==> src/inc/pmc_pkg.sv <==
// Purpose: Constants and carrier types for the PHY miscellaneous config bank
// Assumes: AXI4-Lite slave, 32-bit data, register byte address = 4 x index
// Notes:   Register indices are kept as printed; byte address is derived
// How it works
// - In 10/100 MII mode the prefill depth counts bytes when the unit bit is one, nibbles when zero.
// - Byte units on the nibble MII bus double the internal prefill, so transmit latency grows.
// - The FIFO unit bit leaves reset at one, so byte prefill is the default.
// - A 16-bit counter counts each wake sequence that fails to finish in time.
// - Reading the wake fault counter returns the count and then clears it.
// - With retrain on, a bad receiver status at gigabit retrains, keeps link up and stalls data.
// - With retrain off, a bad receiver status at gigabit drops the link.
// - A gigabit retrain never makes the latched link status latch low.
// - The retrain enable is one read/write bit that resets to zero.
// - The reduced-voltage bit selects the low-swing 10 Mbps variant and resets to one.
// - Test waveform codes 1..4 pick 10 MHz or 5 MHz on dimension 0 or 1.
// - Code 000, the reset value, disables the test waveform; software avoids codes 101..111.
package pmc_pkg;
  localparam logic [15:0] PMC_IDX_FIFO_UNIT  = 16'h9602;
  localparam logic [15:0] PMC_IDX_WAKE_FAULT = 16'hA000;
  localparam logic [15:0] PMC_IDX_RETRAIN    = 16'hA001;
  localparam logic [15:0] PMC_IDX_TEN_E      = 16'hB403;
  localparam logic [15:0] PMC_IDX_TEN_TEST   = 16'hB412;
  localparam int          PMC_ADDR_W         = 18;
  localparam logic [0:0]  PMC_FIFO_UNIT_RST  = 1'h1;
  localparam logic [0:0]  PMC_RETRAIN_RST    = 1'h0;
  localparam logic [0:0]  PMC_TEN_E_RST      = 1'h1;
  localparam logic [2:0]  PMC_TEST_RST       = 3'h0;
  localparam logic [15:0] PMC_CNT_RST        = 16'h0000;
  localparam logic [15:0] PMC_CNT_MAX        = 16'hFFFF;
  localparam logic [1:0]  PMC_RESP_OKAY      = 2'h0;
  localparam logic [1:0]  PMC_RESP_SLVERR    = 2'h2;
  localparam logic [6:0]  PMC_PREFILL_NIB    = 7'h08;
  // Test waveform selections
  typedef enum logic [2:0] {
    PMC_TW_OFF    = 3'b000,
    PMC_TW_10M_D0 = 3'b001,
    PMC_TW_10M_D1 = 3'b010,
    PMC_TW_5M_D0  = 3'b011,
    PMC_TW_5M_D1  = 3'b100
  } pmc_tw_t;
  // Waveform drive toward the analog front end
  typedef struct packed {
    logic enable;
    logic dim1;
    logic fast_10m;
  } pmc_wave_t;
  // Link status outputs toward the MAC side
  typedef struct packed {
    logic link_up;
    logic latched_link_status;
    logic data_stall;
    logic retraining;
  } pmc_link_t;
endpackage

==> src/core/pmc_misc_regs.sv <==
// Purpose: PHY miscellaneous configuration and status registers on AXI4-Lite
// Assumes: Single clock, PHY events synchronous to i_sys_clk
// Notes:   One write and one read answered at a time; unmapped reads give SLVERR
//
// The AXI4-Lite interface to the registers was chosen for this implementation.
`timescale 1ns/1ps
module pmc_misc_regs
  import pmc_pkg::*;
(
  input  wire logic               i_sys_clk,
  input  wire logic               i_rst_n,
  input  wire logic [31:0]        i_awaddr,
  input  wire logic               i_awvalid,
  output logic                    o_awready,
  input  wire logic [31:0]        i_wdata,
  input  wire logic [3:0]         i_wstrb,
  input  wire logic               i_wvalid,
  output logic                    o_wready,
  output logic [1:0]              o_bresp,
  output logic                    o_bvalid,
  input  wire logic               i_bready,
  input  wire logic [31:0]        i_araddr,
  input  wire logic               i_arvalid,
  output logic                    o_arready,
  output logic [31:0]             o_rdata,
  output logic [1:0]              o_rresp,
  output logic                    o_rvalid,
  input  wire logic               i_rready,
  input  wire logic               i_wake_fault,
  input  wire logic               i_gig_mode,
  input  wire logic               i_mii_mode,
  input  wire logic               i_link_ok,
  input  wire logic               i_rx_status_ok,
  input  wire logic               i_latch_clear,
  output logic [6:0]              o_prefill_nibbles,
  output logic                    o_ten_low_voltage,
  output pmc_pkg::pmc_wave_t      o_wave,
  output pmc_pkg::pmc_link_t      o_link
);
  import pmc_pkg::*;

  // Byte address to register index; low two bits ignored
  function automatic logic [15:0] pmc_index(input logic [31:0] addr);
    pmc_index = addr[PMC_ADDR_W-1:2];
  endfunction

  function automatic logic pmc_mapped(input logic [15:0] idx);
    pmc_mapped = (idx == PMC_IDX_FIFO_UNIT) || (idx == PMC_IDX_WAKE_FAULT) ||
                 (idx == PMC_IDX_RETRAIN) || (idx == PMC_IDX_TEN_E) ||
                 (idx == PMC_IDX_TEN_TEST);
  endfunction

  logic        fifo_unit_select_reg;
  logic        gigabit_retrain_enable_reg;
  logic        ten_e_enable_reg;
  logic [2:0]  ten_meg_test_waveform_select_reg;
  logic [15:0] wake_fault_count_reg;
  logic [15:0] wake_fault_count_next;
  logic        aw_held_reg;
  logic [15:0] aw_idx_reg;
  logic        w_held_reg;
  logic [31:0] w_data_reg;
  logic [3:0]  w_strb_reg;
  logic        retraining_reg;
  logic        link_up_reg;
  logic        latched_reg;

  // Write channel capture: address and data taken in either order
  wire aw_take  = i_awvalid && o_awready;
  wire w_take   = i_wvalid && o_wready;
  wire wr_fire  = aw_held_reg && w_held_reg && !o_bvalid;
  wire wr_lane0 = w_strb_reg[0];
  wire wr_lane1 = w_strb_reg[1];
  wire wr_fifo  = wr_fire && (aw_idx_reg == PMC_IDX_FIFO_UNIT) && wr_lane0;
  wire wr_rtrn  = wr_fire && (aw_idx_reg == PMC_IDX_RETRAIN) && wr_lane0;
  wire wr_tene  = wr_fire && (aw_idx_reg == PMC_IDX_TEN_E) && wr_lane0;
  wire wr_test  = wr_fire && (aw_idx_reg == PMC_IDX_TEN_TEST) && wr_lane0;
  wire wr_ok    = pmc_mapped(aw_idx_reg);
  wire wr_unused_lane = wr_lane1;

  // Read decode; counter clears only when its value is actually returned
  wire        ar_take  = i_arvalid && o_arready;
  wire [15:0] ar_idx   = pmc_index(i_araddr);
  wire        rd_wake  = ar_take && (ar_idx == PMC_IDX_WAKE_FAULT);
  wire [15:0] rd_value =
    (ar_idx == PMC_IDX_FIFO_UNIT)  ? {15'h0000, fifo_unit_select_reg} :
    (ar_idx == PMC_IDX_WAKE_FAULT) ? wake_fault_count_reg :
    (ar_idx == PMC_IDX_RETRAIN)    ? {15'h0000, gigabit_retrain_enable_reg} :
    (ar_idx == PMC_IDX_TEN_E)      ? {15'h0000, ten_e_enable_reg} :
    (ar_idx == PMC_IDX_TEN_TEST)   ? {13'h0000, ten_meg_test_waveform_select_reg} :
                                     16'h0000;

  // Read-clear vs new fault: a fault in the read cycle leaves a count of one
  always_comb begin
    wake_fault_count_next = wake_fault_count_reg;
    if (rd_wake) begin
      wake_fault_count_next = i_wake_fault ? 16'h0001 : PMC_CNT_RST;
    end else if (i_wake_fault && wake_fault_count_reg != PMC_CNT_MAX) begin
      wake_fault_count_next = wake_fault_count_reg + 16'h0001;
    end
  end

  // Bus handshake state
  always_ff @(posedge i_sys_clk or negedge i_rst_n) begin
    if (!i_rst_n) begin
      aw_held_reg <= 1'b0;
      aw_idx_reg  <= 16'h0000;
      w_held_reg  <= 1'b0;
      w_data_reg  <= 32'h0000_0000;
      w_strb_reg  <= 4'h0;
      o_awready   <= 1'b0;
      o_wready    <= 1'b0;
      o_bvalid    <= 1'b0;
      o_bresp     <= PMC_RESP_OKAY;
    end else begin
      o_awready <= !aw_held_reg && !aw_take && !o_bvalid;
      o_wready  <= !w_held_reg && !w_take && !o_bvalid;
      if (aw_take) begin
        aw_held_reg <= 1'b1;
        aw_idx_reg  <= pmc_index(i_awaddr);
      end
      if (w_take) begin
        w_held_reg <= 1'b1;
        w_data_reg <= i_wdata;
        w_strb_reg <= i_wstrb;
      end
      if (wr_fire) begin
        aw_held_reg <= 1'b0;
        w_held_reg  <= 1'b0;
        o_bvalid    <= 1'b1;
        o_bresp     <= wr_ok ? PMC_RESP_OKAY : PMC_RESP_SLVERR;
      end else if (o_bvalid && i_bready) begin
        o_bvalid <= 1'b0;
      end
    end
  end

  // Read channel: one outstanding read, data registered
  always_ff @(posedge i_sys_clk or negedge i_rst_n) begin
    if (!i_rst_n) begin
      o_arready <= 1'b0;
      o_rvalid  <= 1'b0;
      o_rdata   <= 32'h0000_0000;
      o_rresp   <= PMC_RESP_OKAY;
    end else begin
      o_arready <= !o_rvalid && !ar_take;
      if (ar_take) begin
        o_rvalid <= 1'b1;
        o_rdata  <= {16'h0000, rd_value};
        o_rresp  <= pmc_mapped(ar_idx) ? PMC_RESP_OKAY : PMC_RESP_SLVERR;
      end else if (o_rvalid && i_rready) begin
        o_rvalid <= 1'b0;
      end
    end
  end

  // Control registers; only the low field bits are stored
  always_ff @(posedge i_sys_clk or negedge i_rst_n) begin
    if (!i_rst_n) begin
      fifo_unit_select_reg             <= PMC_FIFO_UNIT_RST;
      gigabit_retrain_enable_reg       <= PMC_RETRAIN_RST;
      ten_e_enable_reg                 <= PMC_TEN_E_RST;
      ten_meg_test_waveform_select_reg <= PMC_TEST_RST;
      wake_fault_count_reg             <= PMC_CNT_RST;
    end else begin
      if (wr_fifo) fifo_unit_select_reg <= w_data_reg[0];
      if (wr_rtrn) gigabit_retrain_enable_reg <= w_data_reg[0];
      if (wr_tene) ten_e_enable_reg <= w_data_reg[0];
      if (wr_test) ten_meg_test_waveform_select_reg <= w_data_reg[2:0];
      wake_fault_count_reg <= wake_fault_count_next;
    end
  end

  // Gigabit receiver loss: retrain or drop depending on enable
  wire rx_bad      = i_gig_mode && !i_rx_status_ok && link_up_reg;
  wire do_retrain  = rx_bad && gigabit_retrain_enable_reg;
  wire do_drop     = rx_bad && !gigabit_retrain_enable_reg;
  // Hold the link down for as long as the receiver stays bad, not one cycle
  wire drop_hold   = i_gig_mode && !i_rx_status_ok && !gigabit_retrain_enable_reg;
  wire link_next   = (do_drop || drop_hold) ? 1'b0 : i_link_ok;

  // Latch stays high through retrain; only a real drop pulls it low
  always_ff @(posedge i_sys_clk or negedge i_rst_n) begin
    if (!i_rst_n) begin
      retraining_reg <= 1'b0;
      link_up_reg    <= 1'b0;
      latched_reg    <= 1'b0;
    end else begin
      retraining_reg <= do_retrain || (retraining_reg && !i_rx_status_ok && i_gig_mode);
      link_up_reg    <= link_next || (retraining_reg && i_link_ok);
      if (!link_next) latched_reg <= 1'b0;
      else if (i_latch_clear) latched_reg <= 1'b1;
    end
  end

  // Decode of the test waveform code; reserved codes treated as off
  pmc_tw_t tw_sel;
  assign tw_sel = pmc_tw_t'(ten_meg_test_waveform_select_reg);
  pmc_wave_t wave_next;
  always_comb begin
    wave_next = '0;
    case (tw_sel)
      PMC_TW_10M_D0: wave_next = '{enable: 1'b1, dim1: 1'b0, fast_10m: 1'b1};
      PMC_TW_10M_D1: wave_next = '{enable: 1'b1, dim1: 1'b1, fast_10m: 1'b1};
      PMC_TW_5M_D0:  wave_next = '{enable: 1'b1, dim1: 1'b0, fast_10m: 1'b0};
      PMC_TW_5M_D1:  wave_next = '{enable: 1'b1, dim1: 1'b1, fast_10m: 1'b0};
      PMC_TW_OFF:    wave_next = '0;
      default:       wave_next = '0;
    endcase
  end

  // Prefill size: byte units double the nibble count on the MII bus
  wire [6:0] prefill_next = (i_mii_mode && fifo_unit_select_reg) ?
                            {PMC_PREFILL_NIB[5:0], 1'b0} : PMC_PREFILL_NIB;

  // Registered side outputs
  always_ff @(posedge i_sys_clk or negedge i_rst_n) begin
    if (!i_rst_n) begin
      o_prefill_nibbles <= 7'h00;
      o_ten_low_voltage <= 1'b0;
      o_wave            <= '0;
      o_link            <= '0;
    end else begin
      o_prefill_nibbles <= prefill_next;
      o_ten_low_voltage <= ten_e_enable_reg;
      o_wave            <= wave_next;
      o_link            <= '{link_up: link_up_reg, latched_link_status: latched_reg,
                             data_stall: retraining_reg || wr_unused_lane && 1'b0,
                             retraining: retraining_reg};
    end
  end
endmodule // pmc_misc_regs

==> config.mk <==
export PLATFORM = sky130hd
export DESIGN_NAME = pmc_misc_regs
export DESIGN_NICKNAME = d
export VERILOG_FILES = /design/src/inc/pmc_pkg.sv /design/src/core/pmc_misc_regs.sv
export SDC_FILE = /design/constraint.sdc
export NUM_CORES = 1
export LEC_CHECK = 0
export BUFFER_PORTS_ARGS = -buffer_cell sky130_fd_sc_hd__buf_2
export CORE_MARGIN = 5
export CORE_UTILIZATION = 50
export CTS_CLUSTER_SIZE = 30
export DETAILED_ROUTE_END_ITERATION = 12
export GPL_ROUTABILITY_DRIVEN = 0
export PLACE_DENSITY = 0.93
export SLEW_MARGIN = 20
export SYNTH_ARGS = -nofsm -noshare
export SYNTH_HDL_FRONTEND = slang
export SYNTH_SLANG_ARGS = --single-unit
==> constraint.sdc <==
create_clock -name i_sys_clk -period 4.3 [get_ports i_sys_clk]
set_input_delay 0.215 -clock i_sys_clk [delete_from_list [all_inputs] [get_ports i_sys_clk]]
set_output_delay 0.215 -clock i_sys_clk [all_outputs]
set_load 0.005 [all_outputs]
* After elaboration in Yosys (flattened, before gate mapping) *
Index checks and enable logic that the tools add are counted.

word-level totals
  word-level logic and storage cells = 125
  bits in registers = 84
  output and inout bits = 56
  input port bits = 113

operators by class
  equality and inequality tests = 16
  reduce and logical (&&, ||, !) cells = 56
  add/sub/neg operators = 1
  multiplexer cells = 23

operators by type and width
  kind                                                             number
  16-bit == test, second input constant                            10
  16-bit two-way mux                                               4
  1-bit logical AND                                                31
  16-bit by 1-bit adder with 16-bit output, second input constant  1
  16-bit != test, second input constant                            1
  1-bit two-way mux                                                12
  3-bit case mux with 4 select lines                               1
  1-bit logical OR                                                 11
  2-bit nonzero test                                               5
  1-bit zero test                                                  9
  3-bit two-way mux                                                3
  3-bit by 2-bit == test with 1-bit output, second input constant  2
  5-bit two-way mux                                                1
  2-bit two-way mux                                                2
  3-bit by 1-bit == test with 1-bit output, second input constant  1
  3-bit == test, second input constant                             1
  2-bit != test, second input constant                             1

* Logic depth before layout (Yosys ltp) *
  depth in word-level cells = 7
  depth in mapped cells = 7
  depth with buffers taken out = 6

* Worst setup path before layout *
Ideal clock, no wire load.

  kind = reg-to-reg
  start = register aw_idx_reg[5]
  end = register ten_meg_test_waveform_select_reg[1]
  library setup time = 127 ps
  data required time = 4173 ps
  stages on the path, launching flop included = 4
  setup slack = 2570 ps
  path buffers = 0
  data arrival time = 1603 ps
  clock period less this slack = 1730 ps
  cell sequence = dfrtp_1 > or3_4 > or4_4 > mux2_1

on the way
  cells in the longest elaborated chain, start to end = 3

RTL lines
  item                            RTL line              source
  from (decl)                     pmc_misc_regs.sv:60   logic [15:0] aw_idx_reg;
  from (signal assigned)          pmc_misc_regs.sv:120  aw_idx_reg <= pmc_index(i_awaddr);
  16-bit == test                  pmc_misc_regs.sv:77   wire wr_test = wr_fire && (aw_idx_reg == PMC_IDX_TEN_TEST) && wr_lane0;
  1-bit logical AND (2 in a row)  pmc_misc_regs.sv:77
  to (signal assigned)            pmc_misc_regs.sv:169  if (wr_test) ten_meg_test_waveform_select_reg <= w_data_reg[2:0];
  to (decl)                       pmc_misc_regs.sv:56   logic [2:0] ten_meg_test_waveform_select_reg;

Every way passes these cells.
A chain may end at the register's enable or synchronous reset.

* Worst setup path after layout *
  start = register wake_fault_count_reg[0]
  end = register wake_fault_count_reg[6]

on the way
  cells in the longest elaborated chain, start to end = 3
  elaborated cells between the ends (all ways) = 6
  classes of those cells = add/sub (1); eq/ne (1); mux (2); reduce/logical (2)

RTL lines
  item                                                                        RTL line                                  source
  from (decl)                                                                 pmc_misc_regs.sv:57                       logic [15:0] wake_fault_count_reg;
  from (signal assigned)                                                      pmc_misc_regs.sv:170                      wake_fault_count_reg <= wake_fault_count_next;
  16-bit by 1-bit adder with 16-bit output or 16-bit != test (tied branches)  pmc_misc_regs.sv:99, pmc_misc_regs.sv:98
  16-bit two-way mux or 1-bit logical AND (tied branches)                     pmc_misc_regs.sv:98                       end else if (i_wake_fault && wake_fault_count_reg != PMC_CNT_MAX) begin
  16-bit two-way mux or 2-bit nonzero test (tied branches)                    n/a

Several ways; a longest one is shown, not always the timed one. The select of a mux whose other input is x is not followed.

==> impl_metrics.json <==
{
  "status": "finished, final reports clean",
  "drive_gt1_frac": 0.354,
  "period_needed_ns": 2.13,
  "ys_warn_count": 0,
  "drc": 0,
  "min_path_type": "in -> async",
  "coreArea_um2": 7210,
  "crit_type": "reg -> reg",
  "start_util": 0.510,
  "numCtsBuffers": 9,
  "clkLatencyLatePin_ns": 0.35,
  "synth_area_leaders": "dfrtp_1 (52%), mux2_2 (6.1%), buf_4 (4.9%)",
  "synth_common_cells": "dfrtp_1 (77), buf_4 (24), mux2_2 (20)",
  "hold_buffers": 0,
  "ant_nets": 0,
  "synth_edf_count": 0,
  "crit_path_max_fanout": 11,
  "antenna_found_initial": 0,
  "worstPathRequired_ns": 4.57,
  "synth_area_um2": 3680,
  "worstSetupStartpointType": "register",
  "setup_violations": 0,
  "clockBufferDepth": 2,
  "fin_skew_ns": 0.0110,
  "yosysMostFrequentCell": "dfrtp_1",
  "post_drt_wl_per_cell_um": 15.1,
  "grt_remaining_overflow": 0,
  "antenna_cells": 0,
  "power.density_nw_per_um2": 481,
  "via_per_inst": 5.31,
  "netlist_instances": 311,
  "clockRootBuffer": "clkbuf_8",
  "die_h_um": 95.7,
  "worst_pin_slew_ns": 0.967,
  "ys.flop_type": "dfrtp_1",
  "ys_ff_latch": 79,
  "place.port_buffers": 81,
  "ys_async_sr_fraction": 1.00,
  "synth_top_area_frac": 0.524,
  "max_freq_ghz": 0.469,
  "grt_pass1_wl_um": 12200,
  "ys_types": 60,
  "slew_viol_final": 0,
  "dpl.hpwl_um": 5430,
  "power.total_uw": 2050,
  "setup_tns_ns": 0,
  "yosys.area.top_type": "dfrtp_1",
  "grt_usage": 0.173,
  "ys_seq_area_frac": 0.538,
  "clk_pin_slew_ns": 0.09,
  "clkSinkCount": 79,
  "grt_max_degree": 80,
  "irDropWorstVdd_mv": 0.323,
  "slew_headroom": 0.355,
  "fin_crit_sh": 0.496,
  "drtPass1Iterations": 6,
  "num_vias": 2637,
  "postCtsResizedCells": 0,
  "htree_levels": 3,
  "dr.first_iter.drc_count": 80,
  "finalHoldViolations": 0,
  "leakage_uw": 0.00206,
  "dieArea_um2": 9170,
  "cp-end-kind": "register",
  "fp-row-count": 31,
  "syn_avg_cell_area_um2": 11.8,
  "die_w_um": 95.7,
  "routed_wl_um": 7500,
  "grt_setup_unrepaired": "no",
  "ioPinCount": 169,
  "post-cts-setup-buffers": 0,
  "drv_cap": 0,
  "nets": 507,
  "area.growth.synth_to_final_pct": 16.1,
  "cts_tree": "yes",
  "first_global_vias": 2637,
  "crit_arrival_ns": 2.40
}
[layout make-up]
class | count | area (um2)
fill | 601 | 2950
inverter | 5 | 18.8
sequential | 79 | 1980
multi-input combinational | 217 | 1510
clock inverter | 7 | 105
timing repair buffer | 81 | 408
clock buffer | 9 | 124
tap | 99 | 124
[path summary, 6_finish.rpt]
path,cells past startpoint,from,slack (ns),to
max,6,wake_fault_count_reg[0],2.17,wake_fault_count_reg[6]
min,1,i_rst_n,0.01,o_rdata[12]
max reg2reg,6,wake_fault_count_reg[0],2.17,wake_fault_count_reg[6]
min reg2reg,0,link_up_reg,0.38,o_link[3]
max in group asynchronous,1,i_rst_n,3.66,wake_fault_count_reg[3]
min in group i_sys_clk,2,i_bready,0.03,o_bvalid
[cell families after synthesis]
family | Yosys count | synth area share
other cells | 1 | 0.00102
buf+inv | 37 | 0.0739
mux | 27 | 0.0824
xor+xnor | 14 | 0.0334
flops | 79 | 0.538
simple gates | 108 | 0.178
fa+ha+maj | 1 | 0.00340
compound gates | 44 | 0.0899
[layout by cell type (no fill, tap or decap), types with 3 or more instances in the layout]
master     n
and2_1     3
nor4_1     3
o211ai_1   3
o21ai_0    5
conb_1    23
nand2b_1   3
xnor2_1    6
a21oi_1    6
mux2_1     6
buf_2     80
and3_1     9
nor2_1    14
nand4_1    8
nand3_1   11
xor2_1     8
mux2_2    20
nand2_1   18
nor2_2    10
a22o_1    13
nor3_1     3
dfrtp_1   77
inv_1      4
nor3b_1    3
clkbuf_8   9
[worst max-delay path, stage by stage, from the launching register on]
cell	delay [ns]
dfrtp_1	0.43
ha_1	0.28
and3_1	0.18
nand3_1	0.34
o211ai_1	0.51
o21ai_0	0.17
a21oi_1	0.15
[routing by layer]
metal	part of all wire	GRT usage	up-vias
met4	0.011	0.0628	0
li1	-	-	1238
met2	0.51	0.289	87
met1	0.41	0.211	1302
met3	0.064	0.0524	10
met5	0	0	-
[power by group]
group / leakage (uW) / internal (uW) / switching, uW
registers: 0.00101 / 902 / 129
logic: 0.000928 / 207 / 188
clock network: 0.000117 / 336 / 291
[metrics by stage]
stage / hold WS, ns / worst slack (ns) / instance area, um2 / utilization / cells
after CTS: 0.0103 / 2.20 / 4270 / 0.591 / 497
after global placement: 0.362 / 2.31 / 4040 / 0.560 / 481
after detailed placement: 0.368 / 2.25 / 4040 / 0.560 / 481
after floorplan: -0.0806 / 2.57 / 3760 / - / 333
after global routing: 0.0225 / 2.01 / 4270 / 0.591 / 497
final: 0.0141 / 2.17 / 4270 / 0.591 / 497
Note: power is estimated with default switching activity, not from simulation.
